$ cat config.mk
export PLATFORM = sky130hd
export DESIGN_NAME = pdsc_regs
export DESIGN_NICKNAME = d
export VERILOG_FILES = /design/src/pdsc_pkg.sv /design/src/pdsc_regs.sv
export SDC_FILE = /design/constraint.sdc
export NUM_CORES = 1
export LEC_CHECK = 0
export BUFFER_PORTS_ARGS = -buffer_cell sky130_fd_sc_hd__buf_4
export CORE_MARGIN = 4
export CORE_UTILIZATION = 63
export CTS_CLUSTER_SIZE = 24
export DETAILED_ROUTE_END_ITERATION = 10
export PLACE_DENSITY = 0.87
export SYNTH_ARGS = -nofsm -noshare
export SYNTH_HDL_FRONTEND = slang
export SYNTH_SLANG_ARGS = --single-unit
$ cat constraint.sdc
create_clock -name ref_clk -period 8.3 [get_ports ref_clk]
set_input_delay 0.415 -clock ref_clk [delete_from_list [all_inputs] [get_ports ref_clk]]
set_output_delay 0.415 -clock ref_clk [all_outputs]
set_load 0.02 [all_outputs]
$ cat src/pdsc_pkg.sv
// pdsc_pkg: register map, field layouts, reset values and timing for the
// power-delivery source control register bank.
// assumes a 50 MHz ref_clk; all users write pdsc_pkg::name.
package pdsc_pkg;

   // register indices as seen by the serial register engine
   localparam logic [7:0] ADDR_CTL1 = 8'h0b;
   localparam logic [7:0] ADDR_MSG  = 8'h0c;
   localparam logic [7:0] ADDR_CONV = 8'h0d;
   localparam logic [7:0] ADDR_PROT = 8'h0e;

   // second control word layout, msb first
   typedef struct packed {
      logic       hard_reset_cmd;
      logic       advertise_caps_cmd;
      logic       usb_suspend;
      logic       comm_capable_flag;
      logic [2:0] limited_power_flags;
      logic [2:0] touch_current;
      logic [1:0] touch_temp;
      logic       unchunked_ext_flag;
      logic       rsvd;
      logic       caps_repeat_sel;
      logic       gate_drive_enable;
   } pdsc_msg_s;

   // third control word layout, msb first
   typedef struct packed {
      logic       light_load_mode_sel;
      logic       spread_spectrum_en;
      logic [2:0] off_delay;
      logic [1:0] multi_pin_four_func;
      logic [2:0] multi_pin_three_func;
      logic [2:0] multi_pin_two_func;
      logic [2:0] multi_pin_one_func;
   } pdsc_conv_s;

   // fixed supply profile flag bits 28, 26 and 24
   typedef struct packed {
      logic usb_suspend;
      logic comm_capable;
      logic unchunked_ext;
   } pdsc_pdo_flags_s;

   // extended source capability bytes 12, 13 and 20
   typedef struct packed {
      logic [7:0] byte12;
      logic [7:0] byte13;
      logic [7:0] byte20;
   } pdsc_ext_caps_s;

   // single-bit write request toward the external converter
   typedef struct packed {
      logic       req;
      logic [7:0] addr;
      logic [2:0] bitpos;
      logic       val;
   } pdsc_conv_wr_s;

   // one multipurpose pin: out level and output enable
   typedef struct packed {
      logic out;
      logic oe;
   } pdsc_pin_s;

   // reset values
   localparam logic [3:0]  CTL1_RST = 4'h1;
   localparam logic [15:0] MSG_RST  = 16'h0a08;
   localparam logic [15:0] CONV_RST = 16'h9031;
   localparam logic        PROT_RST = 1'b0;

   // converter select codes
   localparam logic [2:0] CONV_FAM_A = 3'h0;
   localparam logic [2:0] CONV_FAM_C = 3'h2;
   localparam logic [2:0] CONV_PINS  = 3'h5;
   localparam logic [7:0] CONV_REG_2 = 8'h02;
   localparam logic [7:0] CONV_REG_4 = 8'h04;
   localparam logic [2:0] BIT_MODE_A = 3'h2;
   localparam logic [2:0] BIT_MODE_C = 3'h4;
   localparam logic [2:0] BIT_DITH_A = 3'h4;

   // pin function codes
   localparam logic [1:0] P4_EN   = 2'h1;
   localparam logic [1:0] P4_BATT = 2'h3;
   localparam logic [2:0] P3_ARB  = 3'h0;
   localparam logic [2:0] P3_EN   = 3'h1;
   localparam logic [2:0] P3_ATT  = 3'h2;
   localparam logic [2:0] P3_DLY  = 3'h3;
   localparam logic [2:0] P3_ORI  = 3'h4;
   localparam logic [2:0] P3_SEL3 = 3'h5;
   localparam logic [2:0] P3_PWM  = 3'h7;
   localparam logic [2:0] P2_L12  = 3'h0;
   localparam logic [2:0] P2_ORI  = 3'h1;
   localparam logic [2:0] P2_LOW  = 3'h2;
   localparam logic [2:0] P2_SHR  = 3'h6;
   localparam logic [2:0] P2_BATT = 3'h7;
   localparam logic [2:0] P1_SEL2 = 3'h0;
   localparam logic [2:0] P1_LOW  = 3'h2;
   localparam logic [2:0] P1_OD   = 3'h3;
   localparam logic [2:0] P1_VSEL = 3'h4;

   // timing
   localparam int CLK_NS        = 20;
   localparam int DEGLITCH_US   = 20;
   localparam int DEGLITCH_CYC  = DEGLITCH_US * 1000 / CLK_NS;
   localparam int MS_CYC        = 1000000 / CLK_NS;
   localparam int UVLO_DELAY_MS = 5000;
   localparam int MIN_MS        = 60000;
   localparam int DLY_OUT_MIN   = 22;
   localparam int PWM_FREQ_HZ   = 10000;
   localparam int PWM_CYC       = 1000000000 / (CLK_NS * PWM_FREQ_HZ);

endpackage

$ cat src/pdsc_regs.sv
// pdsc_regs: control register bank of a single-port pd source controller,
// with the pin, timer and converter-write logic those registers steer.
// assumes a serial register engine in front (reg_* port) and a pd policy
// engine beside it; all inputs synchronous to ref_clk.
//
// Contract
// - type-c bit: 0 advertises 3a (330ua pull-up), 1 advertises 1.5a; resets 0
// - converter select resets 001; 000-100 serial converters, 101 pin-driven
// - pin-driven mode: select lines a, a+b, a+b+c; enables low in reset/detach
// - hard reset bit sends hard reset, self-clears once sent
// - capability send bit transmits only in ready state, self-clears after
// - suspend flag to fixed profile bit 28, comm flag to bit 26
// - limited power flags reset 101, fill extended byte 12 bits 2:0
// - touch current to byte 13 bits 2:0, touch temp to byte 20 bits 1:0
// - unchunked flag resets 1, goes to fixed profile bit 24
// - revision 2 sink: capabilities sent twice if repeat bit 0, else once
// - gate drive enable resets 0: output off with pull-down; 1 enables
// - light load bit resets pwm, propagated to the selected converter; only converter codes 000 and 010 get the write
// - dithering resets off, written to converter register 2 bit 4 only
// - off delay resets 010, codes give 0/10/22/40/80/120 minutes
// - pin 4: unused, delayed enable input, thermistor, battery sense
// - deglitched battery low resends capabilities, armed 5 s after uvlo
// - pin 3 function codes as listed, including 10 khz current pwm
// - pin 3 delayed enable keeps driving high 22 minutes after enable drops
// - pin 2 resets to power share; legacy, orientation, low, battery sense
// - pin 1 resets to alert input; profile select, low, release, vsel
// - thermistor trip: shed load if mode 0, else shut down with mid flag
`timescale 1ns/1ps

module pdsc_regs #(
   parameter int MS_CYC  = pdsc_pkg::MS_CYC,
   parameter int PWM_CYC = pdsc_pkg::PWM_CYC
) (
   // clock and reset
   input  wire logic                     ref_clk,
   input  wire logic                     rstn,
   // register port from the serial engine
   input  wire logic                     reg_wr,
   input  wire logic                     reg_rd,
   input  wire logic [7:0]               reg_addr,
   input  wire logic [15:0]              reg_wdata,
   output logic [15:0]                   reg_rdata,
   // policy engine
   input  wire logic                     pe_ready,
   input  wire logic                     hard_reset_sent,
   input  wire logic                     caps_sent,
   input  wire logic                     hard_reset_active,
   input  wire logic                     sink_attached,
   input  wire logic                     cc_flipped,
   input  wire logic [2:0]               active_profile,
   output logic                          hard_reset_req,
   output logic                          caps_send_req,
   output logic                          caps_send_twice,
   output logic                          cc_adv_1p5a,
   output pdsc_pkg::pdsc_pdo_flags_s     pdo_flags,
   output pdsc_pkg::pdsc_ext_caps_s      ext_caps,
   // converter link
   input  wire logic                     conv_ack,
   output logic [2:0]                    converter_sel,
   output pdsc_pkg::pdsc_conv_wr_s       conv_wr,
   output logic                          vout_select_line_a,
   output logic                          vout_select_line_b,
   output logic                          vout_select_line_c,
   output logic                          upstream_en_low,
   output logic                          upstream_mid_low,
   output logic                          upstream_enable_mid_flag,
   // gate driver and protection
   output logic                          isolation_gate_drive,
   output logic                          gate_pulldown,
   input  wire logic                     ntc_trip,
   output logic                          load_shed_req,
   output logic                          thermal_shutdown,
   // multipurpose pins and their sense inputs
   input  wire logic                     pin1_vsel_level,
   input  wire logic                     legacy_12v_req,
   input  wire logic                     share_pull,
   input  wire logic                     arb_drive,
   input  wire logic [7:0]               pwm_duty,
   input  wire logic                     pin3_in,
   input  wire logic                     pin4_in,
   input  wire logic                     batt_low_raw,
   input  wire logic                     uvlo_ok,
   output logic                          device_enable,
   output pdsc_pkg::pdsc_pin_s           pin1,
   output pdsc_pkg::pdsc_pin_s           pin2,
   output pdsc_pkg::pdsc_pin_s           pin3
);

   logic [3:0]           ctl1;
   pdsc_pkg::pdsc_msg_s  msg;
   pdsc_pkg::pdsc_conv_s conv;
   logic                 thermistor_response_sel;
   logic                 pend_mode;
   logic                 pend_dith;
   logic [15:0]          ms_cnt;
   logic                 ms_tick;
   logic [22:0]          hold_ms;
   logic [22:0]          dly_ms;
   logic [22:0]          delay_ms;
   logic                 en_level;
   logic [9:0]           glitch_cnt;
   logic                 batt_low;
   logic                 batt_low_d;
   logic [12:0]          uvlo_ms;
   logic                 batt_armed;
   logic                 batt_mode;
   logic                 batt_pend;
   logic [12:0]          pwm_cnt;
   logic                 pwm_high;
   logic                 non_i2c;
   logic                 sel_ok;

   assign non_i2c = ctl1[2:0] == pdsc_pkg::CONV_PINS;
   assign sel_ok  = reg_wdata[2:0] <= pdsc_pkg::CONV_PINS;

   ////////////////////////////////////////////////////////////////////////////
   // register writes

   // reserved converter codes are refused, the old selection stays
   always_ff @(posedge ref_clk)
   begin
      if (!rstn)
         ctl1 <= pdsc_pkg::CTL1_RST;
      else if (reg_wr && reg_addr == pdsc_pkg::ADDR_CTL1)
      begin
         ctl1[3] <= reg_wdata[3];
         if (sel_ok)
            ctl1[2:0] <= reg_wdata[2:0];
      end
   end

   // command bits self-clear; a write in the clearing cycle wins
   always_ff @(posedge ref_clk)
   begin
      if (!rstn)
         msg <= pdsc_pkg::MSG_RST;
      else if (reg_wr && reg_addr == pdsc_pkg::ADDR_MSG)
      begin
         msg      <= reg_wdata;
         msg.rsvd <= 1'b0;
      end
      else
      begin
         if (hard_reset_sent)
            msg.hard_reset_cmd <= 1'b0;
         if (caps_sent)
            msg.advertise_caps_cmd <= 1'b0;
      end
   end

   // third and fourth control words
   always_ff @(posedge ref_clk)
   begin
      if (!rstn)
      begin
         conv     <= pdsc_pkg::CONV_RST;
         thermistor_response_sel <= pdsc_pkg::PROT_RST;
      end
      else if (reg_wr && reg_addr == pdsc_pkg::ADDR_CONV)
         conv <= reg_wdata;
      else if (reg_wr && reg_addr == pdsc_pkg::ADDR_PROT)
         thermistor_response_sel <= reg_wdata[15];
   end

   // read data one cycle after the strobe; unmapped reads zero
   always_ff @(posedge ref_clk)
   begin
      if (!rstn)
         reg_rdata <= 16'h0000;
      else if (reg_rd)
      begin
         unique case (reg_addr)
            pdsc_pkg::ADDR_CTL1: reg_rdata <= {12'h000, ctl1};
            pdsc_pkg::ADDR_MSG:  reg_rdata <= msg;
            pdsc_pkg::ADDR_CONV: reg_rdata <= conv;
            pdsc_pkg::ADDR_PROT: reg_rdata <= {thermistor_response_sel, 15'h0000};
            default:             reg_rdata <= 16'h0000;
         endcase
      end
   end

   ////////////////////////////////////////////////////////////////////////////
   // policy engine side

   assign hard_reset_req  = msg.hard_reset_cmd;
   assign caps_send_req   = (msg.advertise_caps_cmd | batt_pend) & pe_ready;
   assign caps_send_twice = ~msg.caps_repeat_sel;
   assign cc_adv_1p5a     = ctl1[3];
   assign converter_sel   = ctl1[2:0];
   assign pdo_flags       = {msg.usb_suspend, msg.comm_capable_flag,
                             msg.unchunked_ext_flag};
   assign ext_caps        = {5'h00, msg.limited_power_flags, 5'h00, msg.touch_current,
                             6'h00, msg.touch_temp};

   // gate driver pulled down whenever disabled
   assign isolation_gate_drive = msg.gate_drive_enable & sink_attached;
   assign gate_pulldown        = ~msg.gate_drive_enable;

   // thermistor response
   assign load_shed_req            = ntc_trip & ~thermistor_response_sel;
   assign thermal_shutdown         = ntc_trip & thermistor_response_sel;
   assign upstream_enable_mid_flag = thermal_shutdown;

   ////////////////////////////////////////////////////////////////////////////
   // converter bit writes: any write of the third word re-sends the mode bit on CONV_FAM_A or CONV_FAM_C, plus
   // the dithering bit on CONV_FAM_A; cheaper than tracking changes and harmless to the converter
   always_ff @(posedge ref_clk)
   begin
      if (!rstn)
      begin
         pend_mode <= 1'b0;
         pend_dith <= 1'b0;
      end
      else if (reg_wr && reg_addr == pdsc_pkg::ADDR_CONV)
      begin
         pend_mode <= ctl1[2:0] == pdsc_pkg::CONV_FAM_A ||
                      ctl1[2:0] == pdsc_pkg::CONV_FAM_C;
         pend_dith <= ctl1[2:0] == pdsc_pkg::CONV_FAM_A;
      end
      else if (conv_ack)
      begin
         if (pend_mode)
            pend_mode <= 1'b0;
         else
            pend_dith <= 1'b0;
      end
   end

   // mode bit goes first, dithering bit next
   always_comb
   begin
      conv_wr.req    = pend_mode | pend_dith;
      conv_wr.addr   = pdsc_pkg::CONV_REG_2;
      conv_wr.bitpos = pdsc_pkg::BIT_DITH_A;
      conv_wr.val    = conv.spread_spectrum_en;
      if (pend_mode)
      begin
         conv_wr.val = conv.light_load_mode_sel;
         if (ctl1[2:0] == pdsc_pkg::CONV_FAM_C)
         begin
            conv_wr.addr   = pdsc_pkg::CONV_REG_4;
            conv_wr.bitpos = pdsc_pkg::BIT_MODE_C;
         end
         else
            conv_wr.bitpos = pdsc_pkg::BIT_MODE_A;
      end
   end

   ////////////////////////////////////////////////////////////////////////////
   // millisecond tick shared by every long timer
   always_ff @(posedge ref_clk)
   begin
      if (!rstn || ms_tick)
         ms_cnt <= 16'h0000;
      else
         ms_cnt <= ms_cnt + 16'h0001;
   end
   assign ms_tick = ms_cnt == 16'(MS_CYC - 1);

   // off delay table, in ms
   always_comb
   begin
      unique case (conv.off_delay)
         3'h1:    delay_ms = 23'(10 * pdsc_pkg::MIN_MS);
         3'h2:    delay_ms = 23'(22 * pdsc_pkg::MIN_MS);
         3'h3:    delay_ms = 23'(40 * pdsc_pkg::MIN_MS);
         3'h4:    delay_ms = 23'(80 * pdsc_pkg::MIN_MS);
         3'h5:    delay_ms = 23'(120 * pdsc_pkg::MIN_MS);
         default: delay_ms = 23'h000000;
      endcase
   end

   // enable input comes from pin 4 or pin 3, whichever is set up for it
   assign en_level = conv.multi_pin_four_func == pdsc_pkg::P4_EN ? pin4_in :
                     conv.multi_pin_three_func == pdsc_pkg::P3_EN ? pin3_in : 1'b1;

   // timers reload while enable is high and count down after it drops
   always_ff @(posedge ref_clk)
   begin
      if (!rstn)
      begin
         hold_ms <= 23'h000000;
         dly_ms  <= 23'h000000;
      end
      else if (en_level)
      begin
         hold_ms <= delay_ms;
         dly_ms  <= 23'(pdsc_pkg::DLY_OUT_MIN * pdsc_pkg::MIN_MS);
      end
      else if (ms_tick)
      begin
         if (hold_ms != 23'h000000)
            hold_ms <= hold_ms - 23'h000001;
         if (dly_ms != 23'h000000)
            dly_ms <= dly_ms - 23'h000001;
      end
   end

   // only the pin 4 enable is stretched by the off delay
   assign device_enable = conv.multi_pin_four_func == pdsc_pkg::P4_EN ?
                          (en_level | hold_ms != 23'h000000) : en_level;

   ////////////////////////////////////////////////////////////////////////////
   // battery sense: deglitch, 5 s arming after uvlo, one update per fall
   assign batt_mode = conv.multi_pin_four_func == pdsc_pkg::P4_BATT ||
                      conv.multi_pin_two_func == pdsc_pkg::P2_BATT;
   assign batt_low  = glitch_cnt == 10'(pdsc_pkg::DEGLITCH_CYC);

   always_ff @(posedge ref_clk)
   begin
      if (!rstn || !batt_low_raw)
         glitch_cnt <= 10'h000;
      else if (!batt_low)
         glitch_cnt <= glitch_cnt + 10'h001;
   end

   always_ff @(posedge ref_clk)
   begin
      if (!rstn || !uvlo_ok)
         uvlo_ms <= 13'h0000;
      else if (ms_tick && !batt_armed)
         uvlo_ms <= uvlo_ms + 13'h0001;
   end
   assign batt_armed = uvlo_ms == 13'(pdsc_pkg::UVLO_DELAY_MS);

   // a new low event beats a capability-sent clear in the same cycle
   always_ff @(posedge ref_clk)
   begin
      if (!rstn)
      begin
         batt_low_d <= 1'b0;
         batt_pend  <= 1'b0;
      end
      else
      begin
         batt_low_d <= batt_low;
         if (batt_low && !batt_low_d && batt_armed && batt_mode)
            batt_pend <= 1'b1;
         else if (caps_sent)
            batt_pend <= 1'b0;
      end
   end

   ////////////////////////////////////////////////////////////////////////////
   // 10 khz current-limit pwm, duty in 1/256 steps
   always_ff @(posedge ref_clk)
   begin
      if (!rstn || pwm_cnt == 13'(PWM_CYC - 1))
         pwm_cnt <= 13'h0000;
      else
         pwm_cnt <= pwm_cnt + 13'h0001;
   end
   assign pwm_high = {11'h000, pwm_cnt, 8'h00} < 32'(pwm_duty) * 32'(PWM_CYC);

   ////////////////////////////////////////////////////////////////////////////
   // pin drives, registered; open-drain pins only ever pull low
   always_ff @(posedge ref_clk)
   begin
      if (!rstn)
      begin
         pin1 <= 2'b00;
         pin2 <= 2'b00;
         pin3 <= 2'b00;
      end
      else
      begin
         unique case (conv.multi_pin_one_func)
            pdsc_pkg::P1_SEL2: pin1 <= {1'b0, active_profile >= 3'h2};
            pdsc_pkg::P1_LOW:  pin1 <= 2'b01;
            pdsc_pkg::P1_VSEL: pin1 <= {1'b0, pin1_vsel_level};
            default:           pin1 <= 2'b00;
         endcase
         unique case (conv.multi_pin_two_func)
            pdsc_pkg::P2_L12:  pin2 <= {1'b0, legacy_12v_req};
            pdsc_pkg::P2_ORI:  pin2 <= {1'b0, ~cc_flipped};
            pdsc_pkg::P2_LOW:  pin2 <= 2'b01;
            pdsc_pkg::P2_SHR:  pin2 <= {1'b0, share_pull};
            default:           pin2 <= 2'b00;
         endcase
         unique case (conv.multi_pin_three_func)
            pdsc_pkg::P3_ARB:  pin3 <= {1'b0, arb_drive};
            pdsc_pkg::P3_ATT:  pin3 <= {1'b0, sink_attached};
            pdsc_pkg::P3_DLY:  pin3 <= {1'b1, en_level | dly_ms != 23'h000000};
            pdsc_pkg::P3_ORI:  pin3 <= {1'b0, ~cc_flipped};
            pdsc_pkg::P3_SEL3: pin3 <= {1'b0, active_profile >= 3'h3};
            pdsc_pkg::P3_PWM:  pin3 <= {1'b0, ~pwm_high};
            default:           pin3 <= 2'b00;
         endcase
      end
   end

   // pin-driven converter: profile select lines and upstream enables
   always_ff @(posedge ref_clk)
   begin
      if (!rstn)
      begin
         vout_select_line_a <= 1'b0;
         vout_select_line_b <= 1'b0;
         vout_select_line_c <= 1'b0;
         upstream_en_low    <= 1'b0;
         upstream_mid_low   <= 1'b0;
      end
      else
      begin
         vout_select_line_a <= non_i2c && active_profile inside {3'h2, 3'h3, 3'h4};
         vout_select_line_b <= non_i2c && active_profile inside {3'h3, 3'h4};
         vout_select_line_c <= non_i2c && active_profile == 3'h4;
         upstream_en_low    <= non_i2c && (hard_reset_active || !sink_attached);
         upstream_mid_low   <= non_i2c && (hard_reset_active || !sink_attached);
      end
   end
endmodule

======== Word level (Yosys, flattened, before mapping) ========
Cells that the tools add are included.
operators by class
  reductions and logical operators ........ 47
  $add $sub $neg .......................... 6
  equal/unequal tests ..................... 33
  order comparisons ....................... 4
  bitwise logic cells ..................... 15
  multiplexer cells ....................... 26
  multiply operators ...................... 1
operators with widths
  cell                                                  number
  one-hot mux 23 bit (5 select lines)                   1
  two-way mux 23 bit                                    3
  one-hot mux 16 bit (4 select lines)                   1
  two-way mux 21 bit                                    3
  nonzero test 23 bit                                   2
  subtractor 23 x 1 -> 23 bit (second input constant)   2
  equality test 8 x 4 -> 1 bit (second input constant)  4
  equality test 3 bit (second input constant)           10
  equality test 3 x 2 -> 1 bit (second input constant)  9
  adder 13 x 1 -> 13 bit (second input constant)        2
  equality test 13 bit (second input constant)          2
  less-than comparator 21 bit                           1
  multiplier 8 x 10 -> 18 bit (second input constant)   1
  adder 16 x 1 -> 16 bit (second input constant)        1
  equality test 16 bit (second input constant)          1
  nonzero test 2 bit                                    8
  logical AND 1 bit                                     12
  logical NOT 3 bit                                     4
  one-hot mux 2 bit (6 select lines)                    1
  AND reduction 2 bit                                   6
  two-way mux 1 bit                                     11
  adder 10 x 1 -> 10 bit (second input constant)        1
  equality test 10 bit (second input constant)          1
  equality test 3 x 1 -> 1 bit (second input constant)  3
  17 further kinds                                      42
storage, ports and cells
  word-level logic and storage cells ...... 174
  input port bits ......................... 55
  register bits after elaboration ......... 164
  output and inout bits ................... 80

======== Longest topological paths before layout ========
Gate-level depths: netlist of the first run.
  depth in word-level cells ............... 5
  gate-level depth with buffers ........... 20
  mapped depth without buffers ............ 20

======== Least setup slack after synthesis of the first run ========
OpenSTA, ideal clock, no wires.
  path kind ............................... in2reg
  start point ............................. input pwm_duty[2]
  end point ............................... register pin3[0] (netlist bit)
  buffers on the path ..................... 0
  stages .................................. 19
  setup slack ............................. 3.928 ns
  library setup time ...................... 0.124 ns
  required time ........................... 8.176 ns
  data arrival time ....................... 4.248 ns
  path through ............................ inv_1 > ha_1 > ha_1 > inv_1 > fa_1 > fa_1 > inv_1 > ha_1 > a211oi_1 > nor2_1 > o21a_1 > o31ai_1 > xor2_1 > ha_1 > and4_1 > a21oi_1 > o2111ai_1 > a21oi_1 > o31ai_1
on the way
  cells in the longest elaborated chain, start to end .. 4
RTL lines
  what                                RTL line          source
  start, declared                     pdsc_regs.sv:78   input wire logic [7:0] pwm_duty,
  multiplier 8 x 10 -> 18 bit         pdsc_regs.sv:353  assign pwm_high = {11'h000, pwm_cnt, 8'h00} < 32'(pwm_duty) * 32'(PWM_CYC);
  less-than comparator 21 bit         pdsc_regs.sv:353
  inverter 1 bit                      pdsc_regs.sv:386  pdsc_pkg::P3_PWM: pin3 <= {1'b0, ~pwm_high};
  one-hot mux 2 bit (6 select lines)  pdsc_regs.sv:380  unique case (conv.multi_pin_three_func)
  end signal, assigned                pdsc_regs.sv:381  pdsc_pkg::P3_ARB: pin3 <= {1'b0, arb_drive};
  end signal, assigned                pdsc_regs.sv:382  pdsc_pkg::P3_ATT: pin3 <= {1'b0, sink_attached};
  end signal, assigned                pdsc_regs.sv:386
  end, declared                       pdsc_regs.sv:86   output pdsc_pkg::pdsc_pin_s pin3
No other way between the ends.
A chain may end at the register's enable or synchronous reset.

======== Worst setup path after layout of the first run ========
Ends and elaborated chain as after synthesis.

==> results.py, run 1 <==
metrics = {
    "clock_network": {
        "clkSlewWorstSetupHoldPaths_ps": 60,
        "clk_path_buf_depth": 2,
        "postCtsHoldBufs": 0,
        "numClockSinks": 162,
        "cts.repair.resized": 0,
        "clock_latency_ps": 420,
        "h-tree-depth": 4,
        "cts_buffers": 17,
        "cts-root-buf": "clkbuf_16",
        "cts_tree": "built",
        "cts_setup_buffers": 0,
    },
    "worst_setup_path": {
        "cp-startpoint": "pwm_duty[2]",
        "crit_required_ps": 8590,
        "critPathCapture": "pin3[0]$_SDFF_PN0_",
        "cp_data_arrival_time_ps": 4660,
        "start_kind": "input pin",
        "ff2ff_path_depth": 7,
        "path_cells": "buf_4 -> inv_1 -> ha_1 -> ha_1 -> inv_1 -> fa_1 -> fa_1 -> inv_1 -> ha_1 -> a211oi_1 -> nor2_1 -> o21a_1 -> o31ai_1 -> xor2_1 -> ha_1 -> and4_1 -> a21oi_1 -> o2111ai_1 -> a21oi_1 -> o31ai_1",
        "crit_fanout": 5,
        "r2r-end": "hold_ms[3]$_SDFFE_PN0P_",
        "crit_top_cell": "ha_1",
        "cpPeakStageDelay_ps": 610,
        "critPathKind": "in -> reg",
        "r2r_setup_slack_ps": 5590,
        "crit_slowest_cell": "fa_1",
        "end_kind": "flip-flop",
        "reg2reg_from": "hold_ms[0]$_SDFFE_PN0P_",
    },
    "yosys": {
        "synth_cells": 1117,
        "yosysTopAreaCell": "dfxtp_1",
        "synth_area_sq_um": 9340,
        "yosys-top-cells-area": "dfxtp_1, ha_1, nand2_1",
        "ys.flop_type": "dfxtp_1",
        "avgSynthCellArea_sq_um": 8.36,
        "yosysSeqAreaShare_pct": 34.7,
        "ys_ff_latch": 162,
        "synth_edf_count": 0,
        "yosysUniqueCellTypes": 68,
        "yosysWarnings": 0,
        "ys_async_sr_fraction_pct": 0,
        "synth_top_area_share_pct": 34.7,
    },
    "floorplanning": {
        "die_h_um": 130,
        "io_pins": 135,
        "dieArea_sq_um": 16800,
        "core_sq_um": 14500,
        "start_util_pct": 64.3,
        "die_w_um": 130,
        "rows": 44,
    },
    "timing": {
        "drv_slew": 0,
        "finalSetupTns_ps": 0,
        "maxSlewHeadroom_pct": 35.5,
        "fin_skew_ps": 7.23,
        "grt_setup_unrepaired": "no",
        "period_share_pct": 52.6,
        "period_minus_slack_ps": 4360,
        "final-hold-violation-count": 0,
        "fmax_mhz": 229,
        "setup_viol": 0,
        "worstMarginPinSlew_ps": 963,
    },
    "pwr": {
        "p_leak_nw": 4.35,
        "ir_drop_mv": 0.152,
        "powerDensity_nw_per_um2": 184,
    },
    "route": {
        "route.vias.total": 8423,
        "first_pass_iters": 5,
        "drc": 0,
        "ant_nets": 0,
        "wl_met1_um": 9330,
        "wl_met3_um": 1490,
        "met2_length_um": 11300,
        "viasPerCell": 6.06,
        "maxUsedRoutingLayer": "met5",
        "drtIter0Drc": 631,
        "wire_per_inst_um": 16.4,
        "drt-total-wl_um": 22900,
    },
    "placed_design": {
        "place_congestion": 0.873,
        "dp.final_hpwl_um": 15900,
        "io_buffers": 109,
    },
    "final_layout": {
        "drive_gt1_share_pct": 14.9,
        "fill_cells": 1118,
        "final_util_pct": 73.7,
        "multi_input_area_sq_um": 5520,
        "seqCellArea_sq_um": 3240,
        "antennaDiodeCount": 0,
        "finalNetCount": 1326,
        "area_growth_pct": 14.7,
    },
    "min_path": {
        "hp-class": "in -> reg",
    },
    "flow_run": {
        "maxCapViolCount": 0,
    },
    "grt": {
        "grt_pass1_vias": 7952,
        "antenna_found_initial": 1,
        "gr-total-overflow": 0,
        "grt_max_degree": 45,
        "grt_usage_pct": 27.4,
        "grt_pass1_wl_um": 37500,
    },
    "run_status": {
        "outcome": "complete, no violations",
    },
}
## layout by cell type (no fill, tap or decap), drive strengths merged, types with 14 or more instances in the layout
cell type  synthesis  final
xnor2             22     22
nand2            138    138
a31oi             17     17
dfxtp            162    162
and3              14     14
clkbuf            34     21
a21oi             73     73
nand4             16     16
conb               1     25
or3               21     21
ha                65     65
nand3             44     44
or4               18     18
nor2              89     89
inv               58     60
xor2              35     35
o21ai             42     42
nor4              18     18
buf               47    115
o31ai             16     16
nor3              19     19
## metal layers
| metal | global-route usage [%] | vias up |
|---|---|---|
| met4 | 10.7 | 2 |
| met5 | 0 | - |
| met3 | 4.83 | 60 |
| met2 | 48.2 | 317 |
| met1 | 33.5 | 3977 |
| li1 | - | 4067 |
## synth_stat cells, drive strengths merged, types with 9 or more instances
master  count
and3       14
clkbuf     34
a21oi      73
nand3      44
nor2       89
nand4      16
nor4       18
o21ai      42
buf        47
or3        21
mux2i      10
fa         12
a31oi      17
or4        18
nand2     138
o31ai      16
nor3       19
ha         65
a22oi      12
inv        58
xnor2      22
nand4b      9
dfxtp     162
xor2       35
or2        12
## worst max-delay path: cells and delay by family
family | cells | cell delay [ps]
AND/OR/NAND/NOR | 2 | 280
adder cells (fa/ha/maj) | 6 | 2210
XOR/XNOR | 1 | 170
AO/OA/AOI/OAI | 7 | 1300
buffers and inverters | 4 | 290
## cell type report
| type | instances | area share, % |
|---|---|---|
| Clock inverter | 11 | 1.63 |
| Tap cell | 184 | 2.15 |
| Clock buffer | 21 | 4.39 |
| Sequential cell | 162 | 30.3 |
| Multi-Input combinational cell | 840 | 51.5 |
| Timing Repair Buffer | 115 | 8.06 |
| Inverter | 58 | 2.03 |
## flip-flops by register name, summed over array words and instances (netlist names), 2 cells and up
name / flops
ctl1: 4
pwm_cnt: 13
hold_ms: 23
dly_ms: 23
msg: 3
uvlo_ms: 13
glitch_cnt: 10
pdo_flags: 3
pin3: 2
conv: 16
reg_rdata: 16
ms_cnt: 16
ext_caps: 8
## kinds of logic (layout without fill, tap and decap cells)
family / Yosys count / after routing / share of synthesized area (%)
AND/OR/NAND/NOR: 451 / 451 / 25.0
AO/OA/AOI/OAI: 215 / 215 / 14.6
flip-flops: 162 / 162 / 34.7
buffers and inverters: 139 / 205 / 7.37
adder cells (fa/ha/maj): 78 / 78 / 11.4
XOR/XNOR: 57 / 57 / 5.34
multiplexers: 14 / 14 / 1.55
other: 1 / 25 / 0.0401
## per-stage QoR
stage / instance area (sq um) / instances / power (mW) / hold WS, ps / setup WS (ps)
finish: 10700 / 1391 / 1.97 / 218 / 3940
global placement: 10100 / 1359 / 1.12 / 426 / 3580
detailed placement: 10100 / 1359 / 1.14 / 435 / 3480
CTS: 10700 / 1391 / 1.98 / 211 / 3910
floorplan: 9430 / 1141 / 1.06 / 415 / 3930
global route: 10700 / 1391 / 2.06 / 221 / 3610
## power by group
group | internal, mW | switching, mW
logic | 0.143 | 0.188
clock network | 0.530 | 0.320
registers | 0.784 | 0.00674
## how the worst min path moves through the flow
stage | start | to | slack [ps] | depth (start not counted)
floorplan | dly_ms[22]$_SDFFE_PP0P_ | dly_ms[22]$_SDFFE_PP0P_ | 410 | 2
global placement | dly_ms[22]$_SDFFE_PP0P_ | dly_ms[22]$_SDFFE_PP0P_ | 430 | 2
detailed placement | dly_ms[22]$_SDFFE_PP0P_ | dly_ms[22]$_SDFFE_PP0P_ | 430 | 2
CTS | active_profile[0] | vout_select_line_b$_SDFF_PN0_ | 210 | 2
global route | active_profile[0] | vout_select_line_b$_SDFF_PN0_ | 220 | 2
finish | active_profile[0] | vout_select_line_b$_SDFF_PN0_ | 220 | 2
Note: power is estimated with default switching activity, not from simulation.
==> run 2: changes to the inputs <==
Settings changed: CORE_UTILIZATION 63 to 52, PLACE_DENSITY 0.87 to 0.76.
Clock period 8.3 ns to 3.5 ns, I/O delays scaled along.
==> run 2 against run 1 <==
The flow now finishes with violations (negative setup slack). Worst hold slack worse by 200 ps. Sequential power is 140% higher. Final area is 4.4% higher. Final cell count increased by 6.3%. Global-route usage shrank 4.6 points. Critical path type unchanged. Highest routed layer is now met4.
==> results.py, run 2 (synthesis results as in run 1) <==
metrics = {
    "run_status": {
        "outcome": "finished, violations left",
        "failed_checks": "negative setup slack",
    },
    "timing": {
        "final-hold-violation-count": 0,
        "setup_viol": 1,
        "grt_setup_unrepaired": "yes",
        "drv_slew": 0,
        "maxSlewHeadroom_pct": 33.4,
        "fin_skew_ps": 7.35,
        "worstMarginPinSlew_ps": 996,
        "timing.final.ws_setup_ps": -188,
        "finalSetupTns_ps": -188,
        "whs_ps": 15.9,
        "period_share_pct": 105,
        "fmax_mhz": 271,
        "period_minus_slack_ps": 3690,
    },
    "pwr": {
        "combPwrFrac_pct": 21.0,
        "p_leak_nw": 4.53,
        "clockPowerShare_pct": 39.1,
        "switchingPower_mw": 1.30,
        "ir_drop_mv": 0.318,
        "power_switching_share_pct": 27.7,
        "powerDensity_nw_per_um2": 419,
        "intPower_mw": 3.39,
        "seq_power_share_pct": 40.0,
    },
    "worst_setup_path": {
        "critPathKind": "in -> reg",
        "reg2reg_from": "hold_ms[0]$_SDFFE_PN0P_",
        "crit_buf_inv": 3,
        "cpPeakStageDelay_ps": 500,
        "cp-startpoint": "pwm_duty[7]",
        "path_cells": "buf_4 -> fa_1 -> fa_1 -> ha_1 -> inv_1 -> fa_1 -> inv_2 -> ha_4 -> and3_4 -> a21oi_4 -> nand2_1 -> nor2_2 -> xor2_1 -> ha_1 -> and4_1 -> a21oi_2 -> o2111ai_1 -> a21oi_1 -> o31ai_1",
        "start_kind": "input pin",
        "crit_top_cell": "fa_1",
        "crit_fanout": 6,
        "end_kind": "flip-flop",
        "crit_family": "adder cells",
        "crit_required_ps": 3800,
        "crit_slowest_cell": "fa_1",
        "cp_data_arrival_time_ps": 3990,
    },
    "grt": {
        "grt_max_degree": 40,
        "grt_pass1_wl_um": 38600,
        "grt_pass1_vias": 8050,
        "antenna_found_initial": 1,
        "grt_usage_pct": 22.8,
        "gr-total-overflow": 0,
    },
    "floorplanning": {
        "die_w_um": 142,
        "io_pins": 135,
        "dieArea_sq_um": 20200,
        "die_h_um": 142,
        "rows": 48,
        "core_sq_um": 17500,
        "start_util_pct": 53.5,
    },
    "route": {
        "route.vias.total": 8312,
        "first_pass_iters": 5,
        "viasPerCell": 5.62,
        "drt-total-wl_um": 22800,
        "drtIter0Drc": 409,
        "wire_per_inst_um": 15.4,
        "ant_nets": 0,
        "drc": 0,
    },
    "min_path": {
        "min-delay-start": "active_profile[2]",
        "hp-class": "in -> reg",
    },
    "clock_network": {
        "clk_path_buf_depth": 2,
        "h-tree-depth": 4,
        "cts_setup_buffers": 0,
        "clock_latency_ps": 430,
        "numClockSinks": 162,
        "cts_tree": "built",
        "clkSlewWorstSetupHoldPaths_ps": 60,
        "cts-root-buf": "clkbuf_16",
        "cts_buffers": 17,
    },
    "final_layout": {
        "fill_cells": 1483,
        "area_growth_pct": 19.8,
        "final_area_sq_um": 11200,
        "final_util_pct": 64.0,
        "largest_registers": "dly_ms: 23 flops, hold_ms: 23 flops",
        "finalNetCount": 1372,
        "layout_commonest_cell": "dfxtp_1",
        "final_cell_mix": "dfxtp_1, buf_4, nand2_1, nor2_1, a21oi_1",
        "drive_gt1_share_pct": 18.2,
    },
    "placed_design": {
        "dp.final_hpwl_um": 16800,
        "place_congestion": 0.870,
        "place_ws_ps": -713,
        "io_buffers": 109,
        "placed_cell_area_sq_um": 10400,
    },
    "flow_run": {
        "maxCapViolCount": 0,
    },
}
-- run 2: cell count changes in the layout (fill, tap and decap cells not counted), moves of 3 or more --
cell | before | now
dlygate4sd3_1 | 0 | 16
buf_4 | 115 | 145
ha_4 | 0 | 4
inv_2 | 1 | 5
clkbuf_8 | 3 | 0
ha_1 | 65 | 61
inv_1 | 57 | 53
-- run 2: per-stage QoR --
step / instances / power, mW
2_1_floorplan: 1141 / 2.55
3_3_place_gp: 1430 / 2.83
3_5_place_dp: 1430 / 2.86
4_1_cts: 1478 / 4.71
5_1_grt: 1479 / 4.94
6_report: 1479 / 4.69
-- run 2: power by group through the flow --
stage	combinational (mW)	clock, mW	sequential, mW
after global placement	0.916	0	1.91
after floorplan	0.640	0	1.91
final	0.983	1.83	1.87
after CTS	0.977	1.86	1.87
after detailed placement	0.949	0	1.92
after global routing	1.12	1.95	1.88
-- run 2: worst paths after layout --
| check | endpoint | slack (ps) | cells past startpoint |
|---|---|---|---|
| setup / recovery | pin3[0]$_SDFF_PN0_ | -190 | 19 |
| hold / removal | vout_select_line_b$_SDFF_PN0_ | 20 | 2 |
| setup reg to reg | hold_ms[17]$_SDFFE_PN0P_ | 870 | 7 |
| hold reg to reg | dly_ms[22]$_SDFFE_PP0P_ | 440 | 2 |
-- run 2: final cells by class --
class	instances	area [sq um]	share of cell area [%]
multi-input combinational	840	5610	50.2
sequential	162	3240	29.0
timing repair buffer	161	1250	11.2
clock buffer	17	425	3.80
tap	225	282	2.52
inverter	58	218	1.95
clock inverter	15	159	1.42
antenna	1	2.50	0.0224
-- run 2: layer usage --
layer / part of all wire, % / GRT usage, % / wire [um] / vias up
li1: - / - / - / 4157
met1: 45 / 30.0 / 10400 / 3900
met2: 47 / 38.2 / 10700 / 210
met3: 5.3 / 3.83 / 1210 / 45
met4: 2.2 / 7.78 / 505 / 0
met5: 0 / 0 / 0 / -
-- run 2: worst register-to-register path, stage by stage, from the launching register on --
cell and delay [ps]:
dfxtp_1 340, inv_1 90, ha_1 190, nor3b_1 390
nand4b_1 350, o31ai_4 700, a2111oi_0 280, mux2i_1 160
-- run 2: what timing repair did --
action / CTS / global route
endpoints found under the setup margin: 1 / 1
endpoints found under the hold margin: 24 / 0
gates resized for setup: 4 / 5
cloned: 0 / 0
pin swaps: 0 / 3
hold buffers: 16 / 0
==> run 3: changes to the inputs <==
Settings changed: CORE_ASPECT_RATIO from default to 1.75.
==> run 3 against run 2 <==
Count of clock-buffer cells in the layout increased by 5. Critical endpoint unchanged. Combinational power about the same. Final cell count increased by 0.95%. Register-to-register slack got worse by 90 ps. The flow still finishes with violations (negative setup slack). Largest cell class unchanged.
==> results.py, run 3 (synthesis results as in run 1) <==
metrics = {
    "run_status": {
        "outcome": "finished, violations left",
        "failed_checks": "negative setup slack",
    },
    "worst_setup_path": {
        "ff2ff_path_depth": 7,
        "cp_data_arrival_time_ps": 4150,
        "reg2reg_from": "hold_ms[0]$_SDFFE_PN0P_",
        "crit_fanout": 3,
        "end_kind": "flip-flop",
        "r2r_setup_slack_ps": 780,
        "cp-startpoint": "pwm_duty[3]",
        "start_kind": "input pin",
        "r2r-end": "hold_ms[3]$_SDFFE_PN0P_",
        "crit_required_ps": 3790,
        "critPathKind": "in -> reg",
    },
    "final_layout": {
        "fill_cells": 1469,
        "seqCellArea_sq_um": 3240,
        "layout.cells.non_filler": 1493,
        "layout_commonest_cell": "dfxtp_1",
        "area_growth_pct": 20.5,
        "antennaDiodeCount": 0,
        "largest_registers": "dly_ms: 23 flops, hold_ms: 23 flops",
        "multi_input_area_sq_um": 5630,
        "drive_gt1_share_pct": 18.8,
        "finalNetCount": 1381,
        "final_cell_mix": "dfxtp_1, buf_4, nand2_1, nor2_1, a21oi_1",
        "final_area_sq_um": 11300,
    },
    "pwr": {
        "ir_drop_mv": 0.310,
        "powerDensity_nw_per_um2": 409,
        "power_mw": 4.60,
        "p_leak_nw": 4.56,
    },
    "placed_design": {
        "dpl.cell_count": 1442,
        "placed_cell_area_sq_um": 10400,
        "io_buffers": 109,
        "dp.final_hpwl_um": 17900,
        "place_congestion": 0.878,
    },
    "floorplanning": {
        "start_util_pct": 53.3,
        "io_pins": 135,
        "dieArea_sq_um": 20300,
        "die_h_um": 185,
        "die_w_um": 109,
        "rows": 64,
        "core_sq_um": 17500,
    },
    "min_path": {
        "min-delay-start": "reg_wdata[2]",
        "hold_depth": 3,
        "hp-class": "in -> reg",
        "min_to": "conv[2]$_SDFFE_PN0P_",
    },
    "route": {
        "drc": 0,
        "drt-total-wl_um": 23700,
        "route.vias.total": 8442,
        "first_pass_iters": 6,
        "drtIter0Drc": 505,
        "wire_per_inst_um": 15.9,
        "viasPerCell": 5.65,
        "ant_nets": 0,
    },
    "timing": {
        "fin_skew_ps": 10.1,
        "period_share_pct": 110,
        "grt_setup_unrepaired": "yes",
        "timing.final.ws_setup_ps": -356,
        "maxSlewHeadroom_pct": 42.5,
        "drv_slew": 0,
        "fmax_mhz": 259,
        "worstMarginPinSlew_ps": 860,
        "period_minus_slack_ps": 3860,
        "setup_viol": 1,
        "final-hold-violation-count": 0,
    },
    "grt": {
        "gr-total-overflow": 0,
        "antenna_found_initial": 0,
        "grt_pass1_vias": 8271,
        "grt_usage_pct": 24.0,
        "grt_pass1_wl_um": 39200,
        "grt_max_degree": 39,
    },
    "clock_network": {
        "cts_tree": "built",
        "cts-root-buf": "clkbuf_16",
        "clock_latency_ps": 430,
        "cts_buffers": 17,
        "clk_path_buf_depth": 2,
        "clkSlewWorstSetupHoldPaths_ps": 60,
        "h-tree-depth": 4,
        "numClockSinks": 162,
    },
    "flow_run": {
        "maxCapViolCount": 0,
    },
}
==> run 3: changes by cell type in the layout (fill, tap and decap cells not counted), sizes merged <==
cell,previous run,this run
buf,145,152
clkinv,7,1
clkbuf,17,22
clkinvlp,3,6
bufinv,2,0
dlygate4sd3,16,18
diode,1,0
==> run 3: through the flow <==
step                      setup WS (ps)  setup TNS (ps)  hold WS [ps]  utilization, %
final                              -356            -356          24.8            64.2
after global routing               -524            -524          16.9            64.2
after CTS                          -298            -298          6.16            63.8
after detailed placement           -792            -792           390            59.6
after global placement             -605            -605           388            59.6
after floorplan                    -336            -336           267               -
==> run 3: power breakdown <==
part           total [mW]  internal [mW]  switching, mW
Combinational        1.01          0.495          0.518
Clock                1.71          0.949          0.765
Sequential           1.87           1.86         0.0150
==> run 3: routing by layer <==
metal	up-vias	routed length (um)	GRT usage, %	share of wire [%]
met1	4003	8930	24.9	38
met5	-	0	0	0
met3	59	813	3.94	3.4
met2	199	12900	44.8	54
li1	4181	-	-	-
met4	0	1050	13.3	4.4
==> run 3: layout make-up <==
cell class,count,share of cell area [%]
clock buffers,22,4.12
clock inverters,10,0.678
inverters,58,1.98
multi-input cells,840,50.0
flip-flops and latches,162,28.8
well taps,231,2.57
repair buffers,170,11.8
==> run 3: timing repair <==
action                                  in CTS  in global routing
hold buffers                                18                  0
endpoints found under the hold margin       25                  0
gates resized for setup                      3                 16
buffers inserted                             0                  1
pin swaps                                    6                 15
endpoints found under the setup margin       1                  1
==> run 3: how the worst max path moves through the flow <==
stage                                     to
after global placement    pin3[0]$_SDFF_PN0_
after floorplan           pin3[0]$_SDFF_PN0_
after CTS                 pin3[0]$_SDFF_PN0_
after global routing      pin3[0]$_SDFF_PN0_
final                     pin3[0]$_SDFF_PN0_
after detailed placement  pin3[0]$_SDFF_PN0_
==> run 3: worst max-delay path, stage by stage <==
cell and delay (ps):
buf_8 100, inv_4 50, ha_4 200, ha_4 250, inv_2 30, fa_1 510, fa_2 590, inv_2 50
ha_4 240, a211oi_2 210, nor2_1 70, o21a_2 220, o31ai_2 240, xor2_1 200, ha_1 290, and4_4 180
a21oi_4 140, o2111ai_2 140, a21oi_2 180, o31ai_2 80
